[src/lha_regs.vh]
/*
 * lha_regs.vh: register offsets, bit positions, reset values and constants
 * of the link header assist block.
 * Assumes an 8-bit register port with byte-sized addresses.
 */
`ifndef LHA_REGS_VH
`define LHA_REGS_VH

// register offsets
`define LHA_CTRL_ADDR 8'h00
`define LHA_STAT_ADDR 8'h01
`define LHA_MASK_ADDR 8'h02
`define LHA_PRE_ADDR 8'h03
`define LHA_CNT_ADDR 8'h04
`define LHA_TCTL_ADDR 8'h05
`define LHA_CAP_ADDR 8'h06
`define LHA_SCTL_ADDR 8'h07
`define LHA_TXD_ADDR 8'h08

// control register bits
`define LHA_CTRL_ENABLE 0
`define LHA_CTRL_MASTER 1
`define LHA_CTRL_ARM 2
`define LHA_CTRL_ROUTE 3
`define LHA_CTRL_BIE 4
`define LHA_CTRL_SIE 5
`define LHA_CTRL_RESET 8'h00

// timer control register bits
`define LHA_TCTL_START 0

// serial control register bits
`define LHA_SCTL_TXON 0

// status bits; the mask register shares this layout
`define LHA_ST_BRK_DET 0
`define LHA_ST_BRK_GEN 1
`define LHA_ST_SYNC 2
`define LHA_ST_COLL 3

`define LHA_SYNC_BYTE 8'h55
`define LHA_SYNC_EDGES 4'h8

`endif

[src/lha_top.v]
/*
 * lha_top.v: header assist for a single-wire link node. Generates or
 * detects the break, measures the sync field, sends sync and identifier
 * bytes, detects bus collisions and raises one shared interrupt.
 * Assumes a synchronous register port and a receive pin already
 * synchronous to CLK.
 */
// The address map and strobed register access were chosen for this implementation.
`timescale 1ns/100ps
`include "lha_regs.vh"

module lha_top #(
    parameter PRE_W = 8,
    parameter CNT_W = 8
) (
    CLK,
    SRST,
    ADDR,
    WDATA,
    WR,
    RD,
    RDATA,
    RX_PIN,
    TX_PIN,
    SERIAL_RX,
    IRQ
);
    input wire CLK;
    input wire SRST;
    input wire [7:0] ADDR;
    input wire [7:0] WDATA;
    input wire WR;
    input wire RD;
    output reg [7:0] RDATA;
    input wire RX_PIN;
    output reg TX_PIN;
    output reg SERIAL_RX;
    output reg IRQ;

    localparam [5:0] S_IDLE = 6'h01;
    localparam [5:0] S_BRK_TX = 6'h02;
    localparam [5:0] S_BRK_RX = 6'h04;
    localparam [5:0] S_SYNC_WAIT = 6'h08;
    localparam [5:0] S_SYNC_MEAS = 6'h10;
    localparam [5:0] S_FRAME = 6'h20;

    reg [5:0] state_q;
    reg [7:0] ctrl_q;
    reg [3:0] stat_q;
    reg [3:0] mask_q;
    reg [PRE_W-1:0] pre_q;
    reg [CNT_W-1:0] cnt_q;
    reg [PRE_W-1:0] pdiv_q;
    reg [CNT_W-1:0] tcnt_q;
    reg [15:0] meas_q;
    reg [15:0] cap_q;
    reg [3:0] edges_q;
    reg tx_on_q;
    reg rx_prev_q;
    reg [7:0] sh_q;
    reg [3:0] bit_q;
    reg [PRE_W-1:0] baud_q;
    reg busy_q;
    reg second_q;
    reg [7:0] id_q;
    reg [CNT_W-1:0] low_q;
    reg [PRE_W-1:0] lpdiv_q;

    wire wr_ctrl = WR && (ADDR == `LHA_CTRL_ADDR);
    wire wr_tctl = WR && (ADDR == `LHA_TCTL_ADDR);
    wire wr_txd = WR && (ADDR == `LHA_TXD_ADDR);
    wire enable = ctrl_q[`LHA_CTRL_ENABLE];
    wire master = ctrl_q[`LHA_CTRL_MASTER];
    wire brk_start = master && wr_tctl && WDATA[`LHA_TCTL_START];
    wire brk_arm = !master && wr_ctrl && WDATA[`LHA_CTRL_ARM];
    wire tick = (pdiv_q == {PRE_W{1'b0}});
    wire underflow = tick && (tcnt_q == {CNT_W{1'b0}});
    wire fall = rx_prev_q && !RX_PIN;
    wire rise = !rx_prev_q && RX_PIN;
    wire baud_tick = (baud_q == {PRE_W{1'b0}});
    // collision checked mid-bit, where the receiver latches data
    wire latch_pt = busy_q && (baud_q == (pre_q >> 1));
    wire low_tick = (lpdiv_q == {PRE_W{1'b0}});
    wire long_low = (state_q == S_FRAME) && !RX_PIN && low_tick && (low_q == {CNT_W{1'b0}});

    reg [3:0] ev;
    always @* begin
        ev = 4'h0;
        ev[`LHA_ST_BRK_GEN] = (state_q == S_BRK_TX) && underflow;
        ev[`LHA_ST_BRK_DET] = ((state_q == S_BRK_RX) && !RX_PIN && underflow) || long_low
            || ((state_q == S_BRK_TX) && underflow);
        ev[`LHA_ST_SYNC] = (state_q == S_SYNC_MEAS) && fall && (edges_q == `LHA_SYNC_EDGES - 4'h1);
        ev[`LHA_ST_COLL] = tx_on_q && latch_pt && (RX_PIN != TX_PIN);
    end

    always @(posedge CLK) begin
        if (SRST) begin
            ctrl_q <= `LHA_CTRL_RESET;
            stat_q <= 4'h0;
            mask_q <= 4'h0;
            pre_q <= {PRE_W{1'b0}};
            cnt_q <= {CNT_W{1'b0}};
            tx_on_q <= 1'b0;
            cap_q <= 16'h0000;
            RDATA <= 8'h00;
            IRQ <= 1'b0;
        end else begin
            if (wr_ctrl) begin
                ctrl_q <= WDATA;
            end
            if (WR && ADDR == `LHA_MASK_ADDR) begin
                mask_q <= WDATA[3:0];
            end
            if (WR && ADDR == `LHA_PRE_ADDR) begin
                pre_q <= WDATA[PRE_W-1:0];
            end
            if (WR && ADDR == `LHA_CNT_ADDR) begin
                cnt_q <= WDATA[CNT_W-1:0];
            end
            if (WR && ADDR == `LHA_SCTL_ADDR) begin
                tx_on_q <= WDATA[`LHA_SCTL_TXON];
            end
            // set wins over a write-one clear in the same cycle
            stat_q <= (stat_q & ~((WR && ADDR == `LHA_STAT_ADDR) ? WDATA[3:0] : 4'h0)) | ev;
            if (ev[`LHA_ST_SYNC]) begin
                cap_q <= meas_q;
            end
            // break sources respect break enable, sync respects sync enable
            IRQ <= |(stat_q & mask_q
                & {1'b1, ctrl_q[`LHA_CTRL_SIE], ctrl_q[`LHA_CTRL_BIE], ctrl_q[`LHA_CTRL_BIE]});
            RDATA <= 8'h00;
            if (RD) begin
                case (ADDR)
                    `LHA_CTRL_ADDR: RDATA <= ctrl_q;
                    `LHA_STAT_ADDR: RDATA <= {4'h0, stat_q};
                    `LHA_MASK_ADDR: RDATA <= {4'h0, mask_q};
                    `LHA_PRE_ADDR: RDATA <= pre_q;
                    `LHA_CNT_ADDR: RDATA <= cnt_q;
                    `LHA_TCTL_ADDR: RDATA <= {7'h00, busy_q};
                    `LHA_CAP_ADDR: RDATA <= cap_q[15:8] != 8'h00 ? 8'hFF : cap_q[7:0];
                    `LHA_SCTL_ADDR: RDATA <= {7'h00, tx_on_q};
                    default: RDATA <= 8'h00;
                endcase
            end
        end
    end

    // header sequencer with shared interval timer
    always @(posedge CLK) begin
        if (SRST) begin
            state_q <= S_IDLE;
            pdiv_q <= {PRE_W{1'b0}};
            tcnt_q <= {CNT_W{1'b0}};
            meas_q <= 16'h0000;
            edges_q <= 4'h0;
            rx_prev_q <= 1'b1;
            low_q <= {CNT_W{1'b0}};
            lpdiv_q <= {PRE_W{1'b0}};
        end else begin
            rx_prev_q <= RX_PIN;
            if (tick) begin
                pdiv_q <= pre_q;
                tcnt_q <= tcnt_q - {{(CNT_W-1){1'b0}}, 1'b1};
            end else begin
                pdiv_q <= pdiv_q - {{(PRE_W-1){1'b0}}, 1'b1};
            end
            // low-length watchdog for overlong low in a frame
            if (RX_PIN) begin
                low_q <= cnt_q;
                lpdiv_q <= pre_q;
            end else if (low_tick) begin
                lpdiv_q <= pre_q;
                low_q <= low_q - {{(CNT_W-1){1'b0}}, 1'b1};
            end else begin
                lpdiv_q <= lpdiv_q - {{(PRE_W-1){1'b0}}, 1'b1};
            end
            if (!enable) begin
                state_q <= S_IDLE; // disabling or SRST is the only way back to S_IDLE
            end else begin
                case (state_q)
                    S_IDLE: begin
                        pdiv_q <= pre_q;
                        tcnt_q <= cnt_q;
                        if (brk_start) begin
                            state_q <= S_BRK_TX;
                        end else if (brk_arm) begin
                            state_q <= S_BRK_RX;
                        end
                    end
                    S_BRK_TX: begin
                        if (underflow) begin
                            state_q <= S_FRAME;
                        end
                    end
                    S_BRK_RX: begin
                        if (RX_PIN) begin
                            pdiv_q <= pre_q;
                            tcnt_q <= cnt_q;
                        end else if (underflow) begin
                            state_q <= S_SYNC_WAIT;
                        end
                    end
                    S_SYNC_WAIT: begin
                        meas_q <= 16'h0000;
                        edges_q <= 4'h0;
                        if (fall) begin
                            state_q <= S_SYNC_MEAS;
                        end
                    end
                    S_SYNC_MEAS: begin
                        // start bit through bit 6 ends at the fifth falling edge
                        meas_q <= meas_q + 16'h0001;
                        if (fall || rise) begin
                            edges_q <= edges_q + 4'h1;
                        end
                        if (ev[`LHA_ST_SYNC]) begin
                            state_q <= S_FRAME;
                        end
                    end
                    S_FRAME: begin
                        // the next header may follow a frame without a disable
                        pdiv_q <= pre_q;
                        tcnt_q <= cnt_q;
                        if (brk_start) begin
                            state_q <= S_BRK_TX;
                        end else if (brk_arm) begin
                            state_q <= S_BRK_RX;
                        end
                    end
                    default: state_q <= S_IDLE;
                endcase
            end
        end
    end

    // byte transmitter for sync and identifier; bit time is prescaler+1 clocks
    always @(posedge CLK) begin
        if (SRST) begin
            TX_PIN <= 1'b1;
            SERIAL_RX <= 1'b1;
            sh_q <= 8'h00;
            bit_q <= 4'h0;
            baud_q <= {PRE_W{1'b0}};
            busy_q <= 1'b0;
            second_q <= 1'b0;
            id_q <= 8'h00;
        end else begin
            // routing bit gates sync waveform into the serial receiver
            if (state_q == S_SYNC_WAIT || state_q == S_SYNC_MEAS || state_q == S_BRK_RX) begin
                SERIAL_RX <= ctrl_q[`LHA_CTRL_ROUTE] ? RX_PIN : 1'b1;
            end else begin
                SERIAL_RX <= RX_PIN;
            end
            if (wr_txd) begin
                id_q <= WDATA;
            end
            if (state_q == S_BRK_TX) begin
                TX_PIN <= underflow;
                if (underflow) begin
                    busy_q <= 1'b1;
                    second_q <= 1'b0;
                    sh_q <= `LHA_SYNC_BYTE;
                    bit_q <= 4'h0;
                    baud_q <= pre_q;
                end
            end else if (busy_q && enable) begin
                if (baud_tick) begin
                    baud_q <= pre_q;
                    bit_q <= bit_q + 4'h1;
                    if (bit_q == 4'h0) begin
                        TX_PIN <= 1'b0;
                    end else if (bit_q < 4'h9) begin
                        TX_PIN <= sh_q[0];
                        sh_q <= {1'b1, sh_q[7:1]};
                    end else if (bit_q == 4'h9) begin
                        TX_PIN <= 1'b1;
                    end else if (!second_q) begin
                        second_q <= 1'b1; // identifier follows sync
                        sh_q <= id_q;
                        bit_q <= 4'h0;
                    end else begin
                        busy_q <= 1'b0;
                    end
                end else begin
                    baud_q <= baud_q - {{(PRE_W-1){1'b0}}, 1'b1};
                end
            end else begin
                TX_PIN <= 1'b1;
                // disabling abandons a byte in flight so the wire idles high
                busy_q <= 1'b0;
            end
        end
    end
endmodule // lha_top

[config.mk]
export PLATFORM = sky130hd
export DESIGN_NAME = lha_top
export DESIGN_NICKNAME = d
export VERILOG_FILES = /design/src/lha_top.v
export VERILOG_INCLUDE_DIRS = /design/src
export SDC_FILE = /design/constraint.sdc
export NUM_CORES = 1
export LEC_CHECK = 0
export BUFFER_PORTS_ARGS = -buffer_cell sky130_fd_sc_hd__buf_2
export CORE_AREA = 2 2 137 139
export CTS_BUF_LIST = sky130_fd_sc_hd__clkbuf_8
export DETAILED_ROUTE_END_ITERATION = 10
export DIE_AREA = 0 0 139 141
export PLACE_DENSITY_LB_ADDON = 0.08
export SLEW_MARGIN = 20
export SYNTH_ARGS = -nofsm -noshare
export SYNTH_HDL_FRONTEND = slang
export SYNTH_SLANG_ARGS = --single-unit
[constraint.sdc]
create_clock -name CLK -period 2.6 [get_ports CLK]
set_clock_uncertainty 0.15 [all_clocks]
set_input_delay 0.52 -clock CLK [delete_from_list [all_inputs] [get_ports CLK]]
set_output_delay 0.52 -clock CLK [all_outputs]
set_load 0.05 [all_outputs]
Yosys cells after proc, flatten, opt, wreduce, memory -nomap -nowiden
Cells that the tools add are included.
W data, S select, Z words.
{ "totals": {"output_inout_bits": 11, "in_bits": 21, "reg_bits": 149, "elab_cells": 206} }
{ "op_classes": {"n_reduce_logical": 60, "bitwise": 7, "n_mux": 69, "order_cmp": 1, "addsub": 8, "eq_ne": 36} }
{ "ops": {"columns": ["op", "count"], "rows": [
  ["$mux W8", 23],
  ["$pmux W8 S8", 1],
  ["$logic_not A8 Y1", 6],
  ["$mux W6", 7],
  ["$mux W4", 10],
  ["$sub A8 B1 Y8 const B", 5],
  ["$eq A8 B3 Y1 const B", 4],
  ["$pmux W16 S2", 1],
  ["$pmux W8 S2", 2],
  ["$pmux W6 S5", 1],
  ["$logic_and A1 B1 Y1", 27],
  ["$reduce_and A6 Y1", 4],
  ["$mux W1", 23],
  ["$ne A2 B2 Y1 const B", 9],
  ["$ne A3 B3 Y1 const B", 6],
  ["$add A16 B1 Y16 const B", 1],
  ["$eq A8 B2 Y1 const B", 2],
  ["$and A4 B4 Y4", 3],
  ["$add A4 B1 Y4 const B", 2],
  ["$eq A8 B1 Y1 const B", 1],
  ["$eq A8 B4 Y1 const B", 1],
  ["$eq A8 B7 Y1", 1],
  ["$pmux W4 S2", 1],
  ["$reduce_bool A2 Y1", 4],
  ["other kinds (23)", 36]
]} }

Logic depth before layout (Yosys ltp)
Gate-level depths: netlist (run 1).
{ "logic_depth": {"ltp_word": 8, "mapped_depth": 9, "mapped_depth_nobuf": 8} }

Worst setup path before layout (run 1)
OpenSTA, ideal clock, no wires.
{ "synth_path": {"path_type": "input port to flip-flop", "from": "input port ADDR[5]", "to": "register state_q[0]", "arrival_ps": 2134, "required_ps": 2328, "cell_stages": 5, "slack_ps": 194, "n_path_buf": 0, "setup_ps": 122, "path_cell_list": "or4_4 or3_1 o211ai_1 nand3_1 a221o_1"} }
{ "synth_via": {"elab_chain_len": 6, "word_cells_on_any_way": 12, "classes_between": "eq/ne: 2; mux: 2; reduce/logical: 8"} }
{ "synth_rtl": {"columns": ["element", "line", "source"], "rows": [
  ["start: declaration", "lha_top.v:30", "input wire [7:0] ADDR;"],
  ["$eq A8 B3 Y1 / $logic_not A8 Y1 (equally long branches)", null, null],
  ["$logic_and A1 B1 Y1 (on tied branches)", "lha_top.v:70, lha_top.v:69", null],
  ["$logic_and A1 B1 Y1 (on tied branches) (2 in series)", "lha_top.v:74, lha_top.v:75", null],
  ["$ne A3 B1 Y1 (no line) / $mux W6 (equally long branches)", null, null],
  ["$reduce_and A6 Y1 (no line) / $pmux W6 S5 (equally long branches)", null, null],
  ["end signal: assignment", "lha_top.v:151", "state_q <= S_IDLE;"],
  ["end signal: assignment", "lha_top.v:178", "state_q <= S_IDLE;"],
  ["end signal: assignment", "lha_top.v:185", "state_q <= S_BRK_TX;"],
  ["end: declaration", "lha_top.v:47", "reg [5:0] state_q;"]
]} }
Parallel ways exist; a longest one is shown, timed or not.
A chain may end at the register's enable or synchronous reset.

Worst setup path in the final report (run 1)
{ "layout_path": {"from": "register state_q[0]", "to": "register meas_q[5]"} }
{ "layout_via": {"elab_chain_len": 3, "word_cells_on_any_way": 5, "classes_between": "eq/ne: 2; mux: 1; reduce/logical: 2"} }
{ "layout_rtl": {"columns": ["element", "line", "source"], "rows": [
  ["$eq A6 B4 Y1 / $eq A6 B5 Y1 (equally long branches)", "lha_top.v:180", "case (state_q)"],
  ["$reduce_bool A2 Y1 (no line)", null, null],
  ["$reduce_and A2 Y1 (no line)", null, null],
  ["end signal: assignment", "lha_top.v:212", "meas_q <= meas_q + 16'h0001;"],
  ["end: declaration", "lha_top.v:55", "reg [15:0] meas_q;"]
]} }
Parallel ways exist; a longest one is shown, timed or not.

==> flow_summary.html, run 1 <==
<table>
<tr><th>Metric</th><th>Value</th></tr>
<tr><th colspan="2">Routing</th></tr>
<tr><td>Post-DRT Antenna Nets</td><td>0</td></tr>
<tr><td>Total routed wirelength</td><td>20.1 mm</td></tr>
<tr><td>WL per Instance</td><td>17.5 µm</td></tr>
<tr><td>Number of optimization iterations in the first detailed-route pass</td><td>5</td></tr>
<tr><td>Drt first-iter violations</td><td>392</td></tr>
<tr><td>Avg Vias per Cell</td><td>5.41</td></tr>
<tr><td>Detailed-route via count</td><td>6203</td></tr>
<tr><td>Drc violations</td><td>0</td></tr>
<tr><th colspan="2">Synthesis</th></tr>
<tr><td>Yosys warning total</td><td>0</td></tr>
<tr><td>Number of flops mapped to enable cells by yosys</td><td>0</td></tr>
<tr><td>Count of unique library cells instantiated by Yosys</td><td>70</td></tr>
<tr><td>Netlist area before placement</td><td>7130 µm²</td></tr>
<tr><td>Ranking of synthesized cells by area</td><td>sky130_fd_sc_hd__dfxtp_1, sky130_fd_sc_hd__mux2i_1, sky130_fd_sc_hd__nor2_1, sky130_fd_sc_hd__nand2_1, sky130_fd_sc_hd__a21oi_1</td></tr>
<tr><td>Post-synth ARST share</td><td>0%</td></tr>
<tr><td>Mean post-synth cell area</td><td>8.40 µm²</td></tr>
<tr><td>Post-synthesis sequential area ratio</td><td>41.8%</td></tr>
<tr><td>Ys flop type</td><td>sky130_fd_sc_hd__dfxtp_1</td></tr>
<tr><td>Share of the synthesized area in the top cell type</td><td>41.8%</td></tr>
<tr><td>Seq cells post-synth</td><td>149</td></tr>
<tr><td>Largest area contributor in the netlist</td><td>sky130_fd_sc_hd__dfxtp_1</td></tr>
<tr><td>Post-Syn Nets</td><td>885</td></tr>
<tr><td>Post-synthesis cell count</td><td>849</td></tr>
<tr><td>Most common cell in the synthesized netlist</td><td>sky130_fd_sc_hd__dfxtp_1</td></tr>
<tr><td>Most common library cells after synthesis</td><td>sky130_fd_sc_hd__dfxtp_1, sky130_fd_sc_hd__nor2_1, sky130_fd_sc_hd__nand2_1</td></tr>
<tr><th colspan="2">GRT</th></tr>
<tr><td>Leftover overflow at the end of global routing</td><td>0</td></tr>
<tr><td>Antenna violations before repair</td><td>1</td></tr>
<tr><td>Combined global-route utilization of all metal layers</td><td>20.9%</td></tr>
<tr><td>First-pass GRT wire length</td><td>32.7 mm</td></tr>
<tr><td>M2 GR Usage</td><td>34.4%</td></tr>
<tr><td>Highest-utilization routing layer at the global route stage</td><td>met2</td></tr>
<tr><td>Maximum number of pins on one net before global-route repair</td><td>37</td></tr>
<tr><td>GR Layer Usage met1</td><td>28.0%</td></tr>
<tr><td>Vias in the first global route</td><td>6033</td></tr>
<tr><td>Global-route met3 utilization</td><td>4.48%</td></tr>
<tr><th colspan="2">Clock network</th></tr>
<tr><td>Number of H-tree levels</td><td>4</td></tr>
<tr><td>Clock transition time at the flip-flop clock pins of the worst setup and hold paths</td><td>0.10 ns</td></tr>
<tr><td>Root buffer cell</td><td>sky130_fd_sc_hd__clkbuf_8</td></tr>
<tr><td>Number of setup buffers added after CTS</td><td>0</td></tr>
<tr><td>Total number of clock tree sinks</td><td>149</td></tr>
<tr><td>TritonCTS clock tree</td><td>done</td></tr>
<tr><td>Worst-skew pair later-pin latency</td><td>0.46 ns</td></tr>
<tr><td>Number of buffers created by CTS</td><td>17</td></tr>
<tr><td>Clk buf depth</td><td>2</td></tr>
<tr><th colspan="2">Critical path</th></tr>
<tr><td>Critical Path Start Type</td><td>flop</td></tr>
<tr><td>Most used cell, CP</td><td>sky130_fd_sc_hd__buf_4</td></tr>
<tr><td>Crit path capture type</td><td>flop</td></tr>
<tr><td>Standard cell with the maximum stage delay on the critical path</td><td>sky130_fd_sc_hd__and4_1</td></tr>
<tr><td>Critical path data arrival time</td><td>2.64 ns</td></tr>
<tr><td>Worst path required time</td><td>2.78 ns</td></tr>
<tr><td>Peak per-stage delay on the critical path</td><td>0.46 ns</td></tr>
<tr><td>Critical Path Fanout Max</td><td>7</td></tr>
<tr><td>Flop-to-flop setup slack</td><td>0.14 ns</td></tr>
<tr><td>Start-to-end type of the worst setup path</td><td>flop to flop</td></tr>
<tr><td>Cell chain of the critical path</td><td>buf_4 &gt; nor4_1 &gt; buf_4 &gt; o211a_1 &gt; and4_1 &gt; nand3_1 &gt; xor2_1 &gt; nor2_1</td></tr>
<tr><th colspan="2">Final layout</th></tr>
<tr><td>Share of the core filled with cells</td><td>44.5%</td></tr>
<tr><td>Area growth, synth to finish</td><td>13.9%</td></tr>
<tr><td>Net count of the finished layout</td><td>935</td></tr>
<tr><td>Fraction of final layout cells sized beyond drive strength 1</td><td>14.0%</td></tr>
<tr><td>Post-route non-filler standard cell count</td><td>1147</td></tr>
<tr><td>Number of fill cells</td><td>1836</td></tr>
<tr><th colspan="2">Floorplan</th></tr>
<tr><td>Initial Util</td><td>39.1%</td></tr>
<tr><td>Floorplan die height</td><td>141 µm</td></tr>
<tr><td>Core outline area</td><td>18300 µm²</td></tr>
<tr><td>I/O Pins</td><td>32</td></tr>
<tr><td>Die footprint</td><td>19600 µm²</td></tr>
<tr><td>Std cell rows</td><td>50</td></tr>
<tr><td>Die X-Extent</td><td>139 µm</td></tr>
<tr><th colspan="2">STA</th></tr>
<tr><td>Final cycle utilization of the critical path</td><td>94.4%</td></tr>
<tr><td>Unrepaired setup endpoints after global routing</td><td>no</td></tr>
<tr><td>Actual slew at the worst max-slew pin</td><td>0.663 ns</td></tr>
<tr><td>Final count of hold timing violations</td><td>0</td></tr>
<tr><td>Final count of negative-setup-slack endpoints</td><td>0</td></tr>
<tr><td>Final Slew Violations</td><td>0</td></tr>
<tr><td>Minimum clock period after layout</td><td>2.46 ns</td></tr>
<tr><td>Achievable frequency</td><td>407 MHz</td></tr>
<tr><td>Sum of negative setup slack</td><td>0 ns</td></tr>
<tr><td>Max-slew headroom at the worst pin</td><td>55.5%</td></tr>
<tr><th colspan="2">Worst hold path</th></tr>
<tr><td>Min-Delay Path Class</td><td>input pin to flop</td></tr>
<tr><th colspan="2">Pwr</th></tr>
<tr><td>Pwr Density</td><td>664 nW/µm²</td></tr>
<tr><td>Maximum vdd ir drop</td><td>393 µV</td></tr>
<tr><td>Leakage</td><td>3.14 nW</td></tr>
<tr><th colspan="2">Placed design</th></tr>
<tr><td>Half-perimeter wire length after detailed placement</td><td>14.7 mm</td></tr>
<tr><td>Routability cong.</td><td>0.889</td></tr>
<tr><td>Number of buffer cells added on primary ports</td><td>31</td></tr>
<tr><td>Post-placement cell count</td><td>1114</td></tr>
<tr><th colspan="2">Job</th></tr>
<tr><td>Max-cap violations</td><td>0</td></tr>
<tr><th colspan="2">Status</th></tr>
<tr><td>Status</td><td>completed</td></tr>
</table>
-- final timing paths --
kind | endpoint | cells after the start | from
setup / recovery | meas_q[5] | 8 | state_q[0]
hold / removal | cnt_q[3] | 3 | WDATA[3]
setup reg to reg | meas_q[5] | 8 | state_q[0]
hold reg to reg | sh_q[7] | 2 | sh_q[7]
-- layout by cell type (no fill, tap or decap), types with 4 or more instances in the layout --
cell type                    n
sky130_fd_sc_hd__xor2_1     31
sky130_fd_sc_hd__nand4_1    12
sky130_fd_sc_hd__and3_1      6
sky130_fd_sc_hd__o21a_1      4
sky130_fd_sc_hd__buf_4      42
sky130_fd_sc_hd__a21o_1      8
sky130_fd_sc_hd__o21ai_0    49
sky130_fd_sc_hd__buf_2      30
sky130_fd_sc_hd__nor4_1     10
sky130_fd_sc_hd__ha_1       15
sky130_fd_sc_hd__nand3_1    41
sky130_fd_sc_hd__dfxtp_1   149
sky130_fd_sc_hd__nand4b_1    4
sky130_fd_sc_hd__a31oi_1     7
sky130_fd_sc_hd__a211oi_1   12
sky130_fd_sc_hd__and4_1      4
sky130_fd_sc_hd__or3_1       7
sky130_fd_sc_hd__nor2b_1     8
sky130_fd_sc_hd__mux2i_1    43
sky130_fd_sc_hd__xnor2_1    19
sky130_fd_sc_hd__a22o_1      4
sky130_fd_sc_hd__and2_1      6
sky130_fd_sc_hd__inv_1      22
sky130_fd_sc_hd__a21oi_1    66
sky130_fd_sc_hd__nand2_1    94
sky130_fd_sc_hd__clkbuf_8   17
sky130_fd_sc_hd__a22oi_1     8
sky130_fd_sc_hd__nor3_1     13
sky130_fd_sc_hd__nor2_1    108
sky130_fd_sc_hd__nand2b_1    6
sky130_fd_sc_hd__inv_8       6
-- per-stage QoR --
| stage | power [mW] | cell area [µm²] | setup slack (ns) | hold slack (ns) |
|---|---|---|---|---|
| finish | 5.40 | 8120 | 0.145 | 0.221 |
| global route | 5.70 | 8120 | 0.0337 | 0.198 |
| CTS | 5.44 | 8120 | 0.183 | 0.191 |
| detailed placement | 3.57 | 7700 | 0.0233 | 0.300 |
| global placement | 3.54 | 7700 | 0.0694 | 0.302 |
| floorplan | 3.28 | 7130 | 0.194 | 0.282 |
-- flip-flops by register name, indices dropped and copies added (netlist names), 6 cells and up --
register and count:
cap_q 16, meas_q 16, RDATA 8, baud_q 8
cnt_q 8, ctrl_q 8, id_q 8, low_q 8
lpdiv_q 8, pdiv_q 8, pre_q 8, sh_q 8
tcnt_q 8, state_q 6
-- repair_timing --
| action | 4_1_cts | 5_1_grt |
|---|---|---|
| endpoints found under the hold margin | 0 | 0 |
| hold buffers | 0 | 0 |
| endpoints found under the setup margin | 7 | 3 |
| gates resized for setup | 1 | 1 |
-- metal layers --
layer	vias to the layer above	wire, µm	part of all wire (%)
li1	3095	-	-
met1	2965	9460	47
met2	130	9440	47
met3	13	925	4.6
met4	0	228	1.1
met5	-	0	0
-- area by class of cell --
type                            count  area [µm²]  share of cell area [%]
Tap cell                          234         293                    3.60
Inverter                           23        86.3                    1.06
Sequential cell                   149        2980                    36.7
Antenna cell                        1        2.50                  0.0308
Clock inverter                     15         180                    2.22
Clock buffer                       17         234                    2.88
Multi-Input combinational cell    636        3880                    47.8
Timing Repair Buffer               72         465                    5.73
-- worst max-delay path, delay by kind of cell (launching register included) --
kind / cells / cell delay (ns)
AND/OR/NAND/NOR: 4 / 1.05
buffers and inverters: 2 / 0.36
flip-flops: 1 / 0.33
AO/OA/AOI/OAI: 1 / 0.27
XOR/XNOR: 1 / 0.15
-- power by group --
group	switching [mW]	total (mW)	internal (mW)	leakage, nW
Sequential	0.117	2.53	2.41	1.21
Combinational	0.571	0.998	0.427	1.73
Clock	1.05	1.87	0.820	0.204
Total	1.74	5.40	3.65	3.14
-- logic make-up (layout without fill, tap and decap cells) --
group | Yosys count | after routing | share of synthesized area, %
flops | 149 | 149 | 41.8
buf+inv | 64 | 127 | 3.91
mux | 46 | 46 | 6.98
fa+ha+maj | 15 | 15 | 2.63
xor+xnor | 50 | 50 | 6.14
other cells | 0 | 1 | 0
simple gates | 349 | 349 | 23.9
compound gates | 176 | 176 | 14.6
No activity file was read; power rests on OpenSTA's default activity.
==> run 2, diff against run 1 <==
--- a/config.mk
+++ b/config.mk
@@ -7,6 +7,8 @@
 export NUM_CORES = 1
 export LEC_CHECK = 0
 export BUFFER_PORTS_ARGS = -buffer_cell sky130_fd_sc_hd__buf_2
+export CELL_PAD_IN_SITES_DETAIL_PLACEMENT = 2
+export CELL_PAD_IN_SITES_GLOBAL_PLACEMENT = 2
 export CORE_AREA = 2 2 137 139
 export CTS_BUF_LIST = sky130_fd_sc_hd__clkbuf_8
 export DETAILED_ROUTE_END_ITERATION = 10
==> constraint.sdc (replaced) <==
create_clock -name CLK -period 2.9 [get_ports CLK]
set_clock_uncertainty 0.15 [all_clocks]
set_input_delay 0.58 -clock CLK [delete_from_list [all_inputs] [get_ports CLK]]
set_output_delay 0.58 -clock CLK [all_outputs]
set_load 0.05 [all_outputs]
==> flow_summary.html, run 2 (synthesized netlist as in run 1, its figures left out) <==
<table>
<tr><th>Metric</th><th>Value</th></tr>
<tr><th colspan="2">Critical path</th></tr>
<tr><td>Critical path data arrival time</td><td>2.91 ns (+0.27 ns)</td></tr>
<tr><td>Worst setup path endpoint</td><td>bit_q[2]</td></tr>
<tr><td>Worst reg2reg startpoint</td><td>tcnt_q[0]</td></tr>
<tr><td>R2r worst-path depth</td><td>8 (unchanged)</td></tr>
<tr><td>Flop-to-flop setup slack</td><td>0.23 ns (+0.09 ns)</td></tr>
<tr><td>Critical Path Start Type</td><td>flop</td></tr>
<tr><td>Worst path required time</td><td>3.14 ns (+0.36 ns)</td></tr>
<tr><td>Start-to-end type of the worst setup path</td><td>flop to flop</td></tr>
<tr><td>Endpoint of the worst register-to-register path</td><td>bit_q[2]</td></tr>
<tr><td>Crit path capture type</td><td>flop</td></tr>
<tr><td>Launch point of the worst path</td><td>tcnt_q[0]</td></tr>
<tr><td>Critical Path Fanout Max</td><td>7 (unchanged)</td></tr>
<tr><th colspan="2">Final layout</th></tr>
<tr><td>Commonest non-fill, non-tap cell in the layout</td><td>sky130_fd_sc_hd__dfxtp_1</td></tr>
<tr><td>Share of the core filled with cells</td><td>43.7% (-0.77 points)</td></tr>
<tr><td>Fraction of final layout cells sized beyond drive strength 1</td><td>12.3% (-1.7 points)</td></tr>
<tr><td>Sequential cell area</td><td>2980 µm² (unchanged)</td></tr>
<tr><td>Footprint of the multi-input gates</td><td>3880 µm² (about the same)</td></tr>
<tr><td>Count of antenna diodes in the layout</td><td>0 (-1)</td></tr>
<tr><td>Number of fill cells</td><td>2073 (+13%)</td></tr>
<tr><td>Largest registers</td><td>cap_q (16), meas_q (16)</td></tr>
<tr><td>Leading cell types in the layout, fill and taps excluded</td><td>sky130_fd_sc_hd__dfxtp_1, sky130_fd_sc_hd__nor2_1, sky130_fd_sc_hd__nand2_1</td></tr>
<tr><td>Net count of the finished layout</td><td>918 (-1.8%)</td></tr>
<tr><td>Area growth, synth to finish</td><td>11.9%</td></tr>
<tr><td>Final instance area</td><td>7980 µm² (-1.7%)</td></tr>
<tr><th colspan="2">Clock network</th></tr>
<tr><td>Number of buffers created by CTS</td><td>17 (unchanged)</td></tr>
<tr><td>Post-CTS resize count</td><td>0 (-1)</td></tr>
<tr><td>Total number of clock tree sinks</td><td>149 (unchanged)</td></tr>
<tr><td>Number of setup buffers added after CTS</td><td>0 (unchanged)</td></tr>
<tr><td>Number of hold buffers added after cts</td><td>0 (unchanged)</td></tr>
<tr><td>Worst-skew pair later-pin latency</td><td>0.47 ns (about the same)</td></tr>
<tr><td>TritonCTS clock tree</td><td>done</td></tr>
<tr><td>Number of H-tree levels</td><td>4 (unchanged)</td></tr>
<tr><td>Clock transition time at the flip-flop clock pins of the worst setup and hold paths</td><td>0.09 ns (about the same)</td></tr>
<tr><td>Clk buf depth</td><td>2 (unchanged)</td></tr>
<tr><td>Root buffer cell</td><td>sky130_fd_sc_hd__clkbuf_8</td></tr>
<tr><th colspan="2">STA</th></tr>
<tr><td>Final cycle utilization of the critical path</td><td>92.0% (-2.4 points)</td></tr>
<tr><td>Final count of hold timing violations</td><td>0 (unchanged)</td></tr>
<tr><td>Achievable frequency</td><td>375 MHz (-8.0%)</td></tr>
<tr><td>Sum of negative setup slack</td><td>0 ns (unchanged)</td></tr>
<tr><td>Final count of negative-setup-slack endpoints</td><td>0 (unchanged)</td></tr>
<tr><td>Unrepaired setup endpoints after global routing</td><td>no</td></tr>
<tr><td>Actual slew at the worst max-slew pin</td><td>1.02 ns (+0.355 ns)</td></tr>
<tr><td>Least setup slack across all paths after layout</td><td>0.231 ns (+0.0862 ns)</td></tr>
<tr><td>Max-slew headroom at the worst pin</td><td>31.9% (-24 points)</td></tr>
<tr><td>Minimum clock period after layout</td><td>2.67 ns (+0.214 ns)</td></tr>
<tr><td>Final Slew Violations</td><td>0 (unchanged)</td></tr>
<tr><th colspan="2">Worst hold path</th></tr>
<tr><td>Startpoint of the worst hold path</td><td>WDATA[3]</td></tr>
<tr><td>Depth of the worst hold-timing path</td><td>3 (unchanged)</td></tr>
<tr><td>Min-Delay Path Class</td><td>input pin to flop</td></tr>
<tr><th colspan="2">Floorplan</th></tr>
<tr><td>Die footprint</td><td>19600 µm² (unchanged)</td></tr>
<tr><td>Floorplan die height</td><td>141 µm (unchanged)</td></tr>
<tr><td>Std cell rows</td><td>50 (unchanged)</td></tr>
<tr><td>Die X-Extent</td><td>139 µm (unchanged)</td></tr>
<tr><td>I/O Pins</td><td>32 (unchanged)</td></tr>
<tr><td>Initial Util</td><td>39.1% (unchanged)</td></tr>
<tr><td>Core outline area</td><td>18300 µm² (unchanged)</td></tr>
<tr><th colspan="2">Placed design</th></tr>
<tr><td>Half-perimeter wire length after detailed placement</td><td>17.7 mm (+20%)</td></tr>
<tr><td>Routability cong.</td><td>0.865 (-2.7%)</td></tr>
<tr><td>Number of buffer cells added on primary ports</td><td>31 (unchanged)</td></tr>
<tr><td>Pre-CTS setup slack</td><td>0.105 ns (+0.0815 ns)</td></tr>
<tr><td>Area post-placement</td><td>7570 µm² (-1.7%)</td></tr>
<tr><th colspan="2">GRT</th></tr>
<tr><td>Combined global-route utilization of all metal layers</td><td>25.6% (+4.6 points)</td></tr>
<tr><td>Maximum number of pins on one net before global-route repair</td><td>43 (+16%)</td></tr>
<tr><td>First-pass GRT wire length</td><td>39.5 mm (+21%)</td></tr>
<tr><td>Leftover overflow at the end of global routing</td><td>0 (unchanged)</td></tr>
<tr><td>Antenna violations before repair</td><td>0 (-1)</td></tr>
<tr><td>Vias in the first global route</td><td>7139 (+18%)</td></tr>
<tr><th colspan="2">Routing</th></tr>
<tr><td>Total routed wirelength</td><td>23.9 mm (+19%)</td></tr>
<tr><td>Drt first-iter violations</td><td>312 (-20%)</td></tr>
<tr><td>WL per Instance</td><td>21.2 µm (+21%)</td></tr>
<tr><td>Avg Vias per Cell</td><td>5.64 (+4.3%)</td></tr>
<tr><td>Detailed-route via count</td><td>6371 (+2.7%)</td></tr>
<tr><td>Drc violations</td><td>0 (unchanged)</td></tr>
<tr><td>Number of optimization iterations in the first detailed-route pass</td><td>4 (-1)</td></tr>
<tr><td>Post-DRT Antenna Nets</td><td>0 (unchanged)</td></tr>
<tr><th colspan="2">Job</th></tr>
<tr><td>Max-cap violations</td><td>0 (unchanged)</td></tr>
<tr><th colspan="2">Pwr</th></tr>
<tr><td>Leakage</td><td>3.07 nW (-2.4%)</td></tr>
<tr><td>Pwr Density</td><td>610 nW/µm² (-8.1%)</td></tr>
<tr><td>Total power consumption of the routed design</td><td>4.87 mW (-9.7%)</td></tr>
<tr><td>Maximum vdd ir drop</td><td>271 µV (-31%)</td></tr>
<tr><th colspan="2">Status</th></tr>
<tr><td>Status</td><td>completed</td></tr>
</table>
[run 2: changes by cell type in the layout (fill, tap and decap cells not counted)]
cell                         delta
sky130_fd_sc_hd__clkinv_8       -1
sky130_fd_sc_hd__clkinvlp_4     -2
sky130_fd_sc_hd__inv_6          +4
sky130_fd_sc_hd__nor2_2         -1
sky130_fd_sc_hd__buf_4         -17
sky130_fd_sc_hd__diode_2        -1
sky130_fd_sc_hd__nor2_1         +1
sky130_fd_sc_hd__inv_8          -1
[run 2: layer usage]
metal,up-vias,track usage (%),share of wire [%]
met5,-,0,0
met4,0,7.66,2.0
met3,29,4.14,3.0
met2,100,43.8,49
met1,3205,33.3,46
li1,3037,-,-
[run 2: worst min path at each step]
stage,slack (ns),endpoint
finish,0.28,cnt_q[3]
CTS,0.27,cnt_q[3]
global placement,0.29,sh_q[7]
global route,0.26,cnt_q[3]
floorplan,0.28,RDATA[6]
detailed placement,0.30,RDATA[6]
[run 2: critical path, stage by stage (launching register included)]
cell,delay [ns]
sky130_fd_sc_hd__dfxtp_1,0.35
sky130_fd_sc_hd__inv_1,0.13
sky130_fd_sc_hd__ha_1,0.16
sky130_fd_sc_hd__nor4b_1,0.37
sky130_fd_sc_hd__nand4_1,0.41
sky130_fd_sc_hd__nor2_4,0.25
sky130_fd_sc_hd__nor2_2,0.10
sky130_fd_sc_hd__or4b_1,0.52
sky130_fd_sc_hd__a21oi_1,0.14
[run 2: area by class of cell]
cell class	instances	area share [%]
Multi-Input combinational cell	636	48.6
Sequential cell	149	37.4
Timing Repair Buffer	55	4.23
Tap cell	234	3.67
Clock buffer	17	2.93
Clock inverter	15	2.16
Inverter	23	1.08
[run 2: per-stage QoR]
stage,std cells,hold slack (ns)
after CTS,1129,0.271
after global placement,1097,0.293
after detailed placement,1097,0.301
after global routing,1129,0.261
after floorplan,849,0.282
final,1129,0.280
[run 2: power breakdown]
group          switching, mW  total [mW]  internal, mW
registers              0.110        2.27          2.16
logic                  0.533       0.902         0.369
clock network          0.965        1.70         0.735
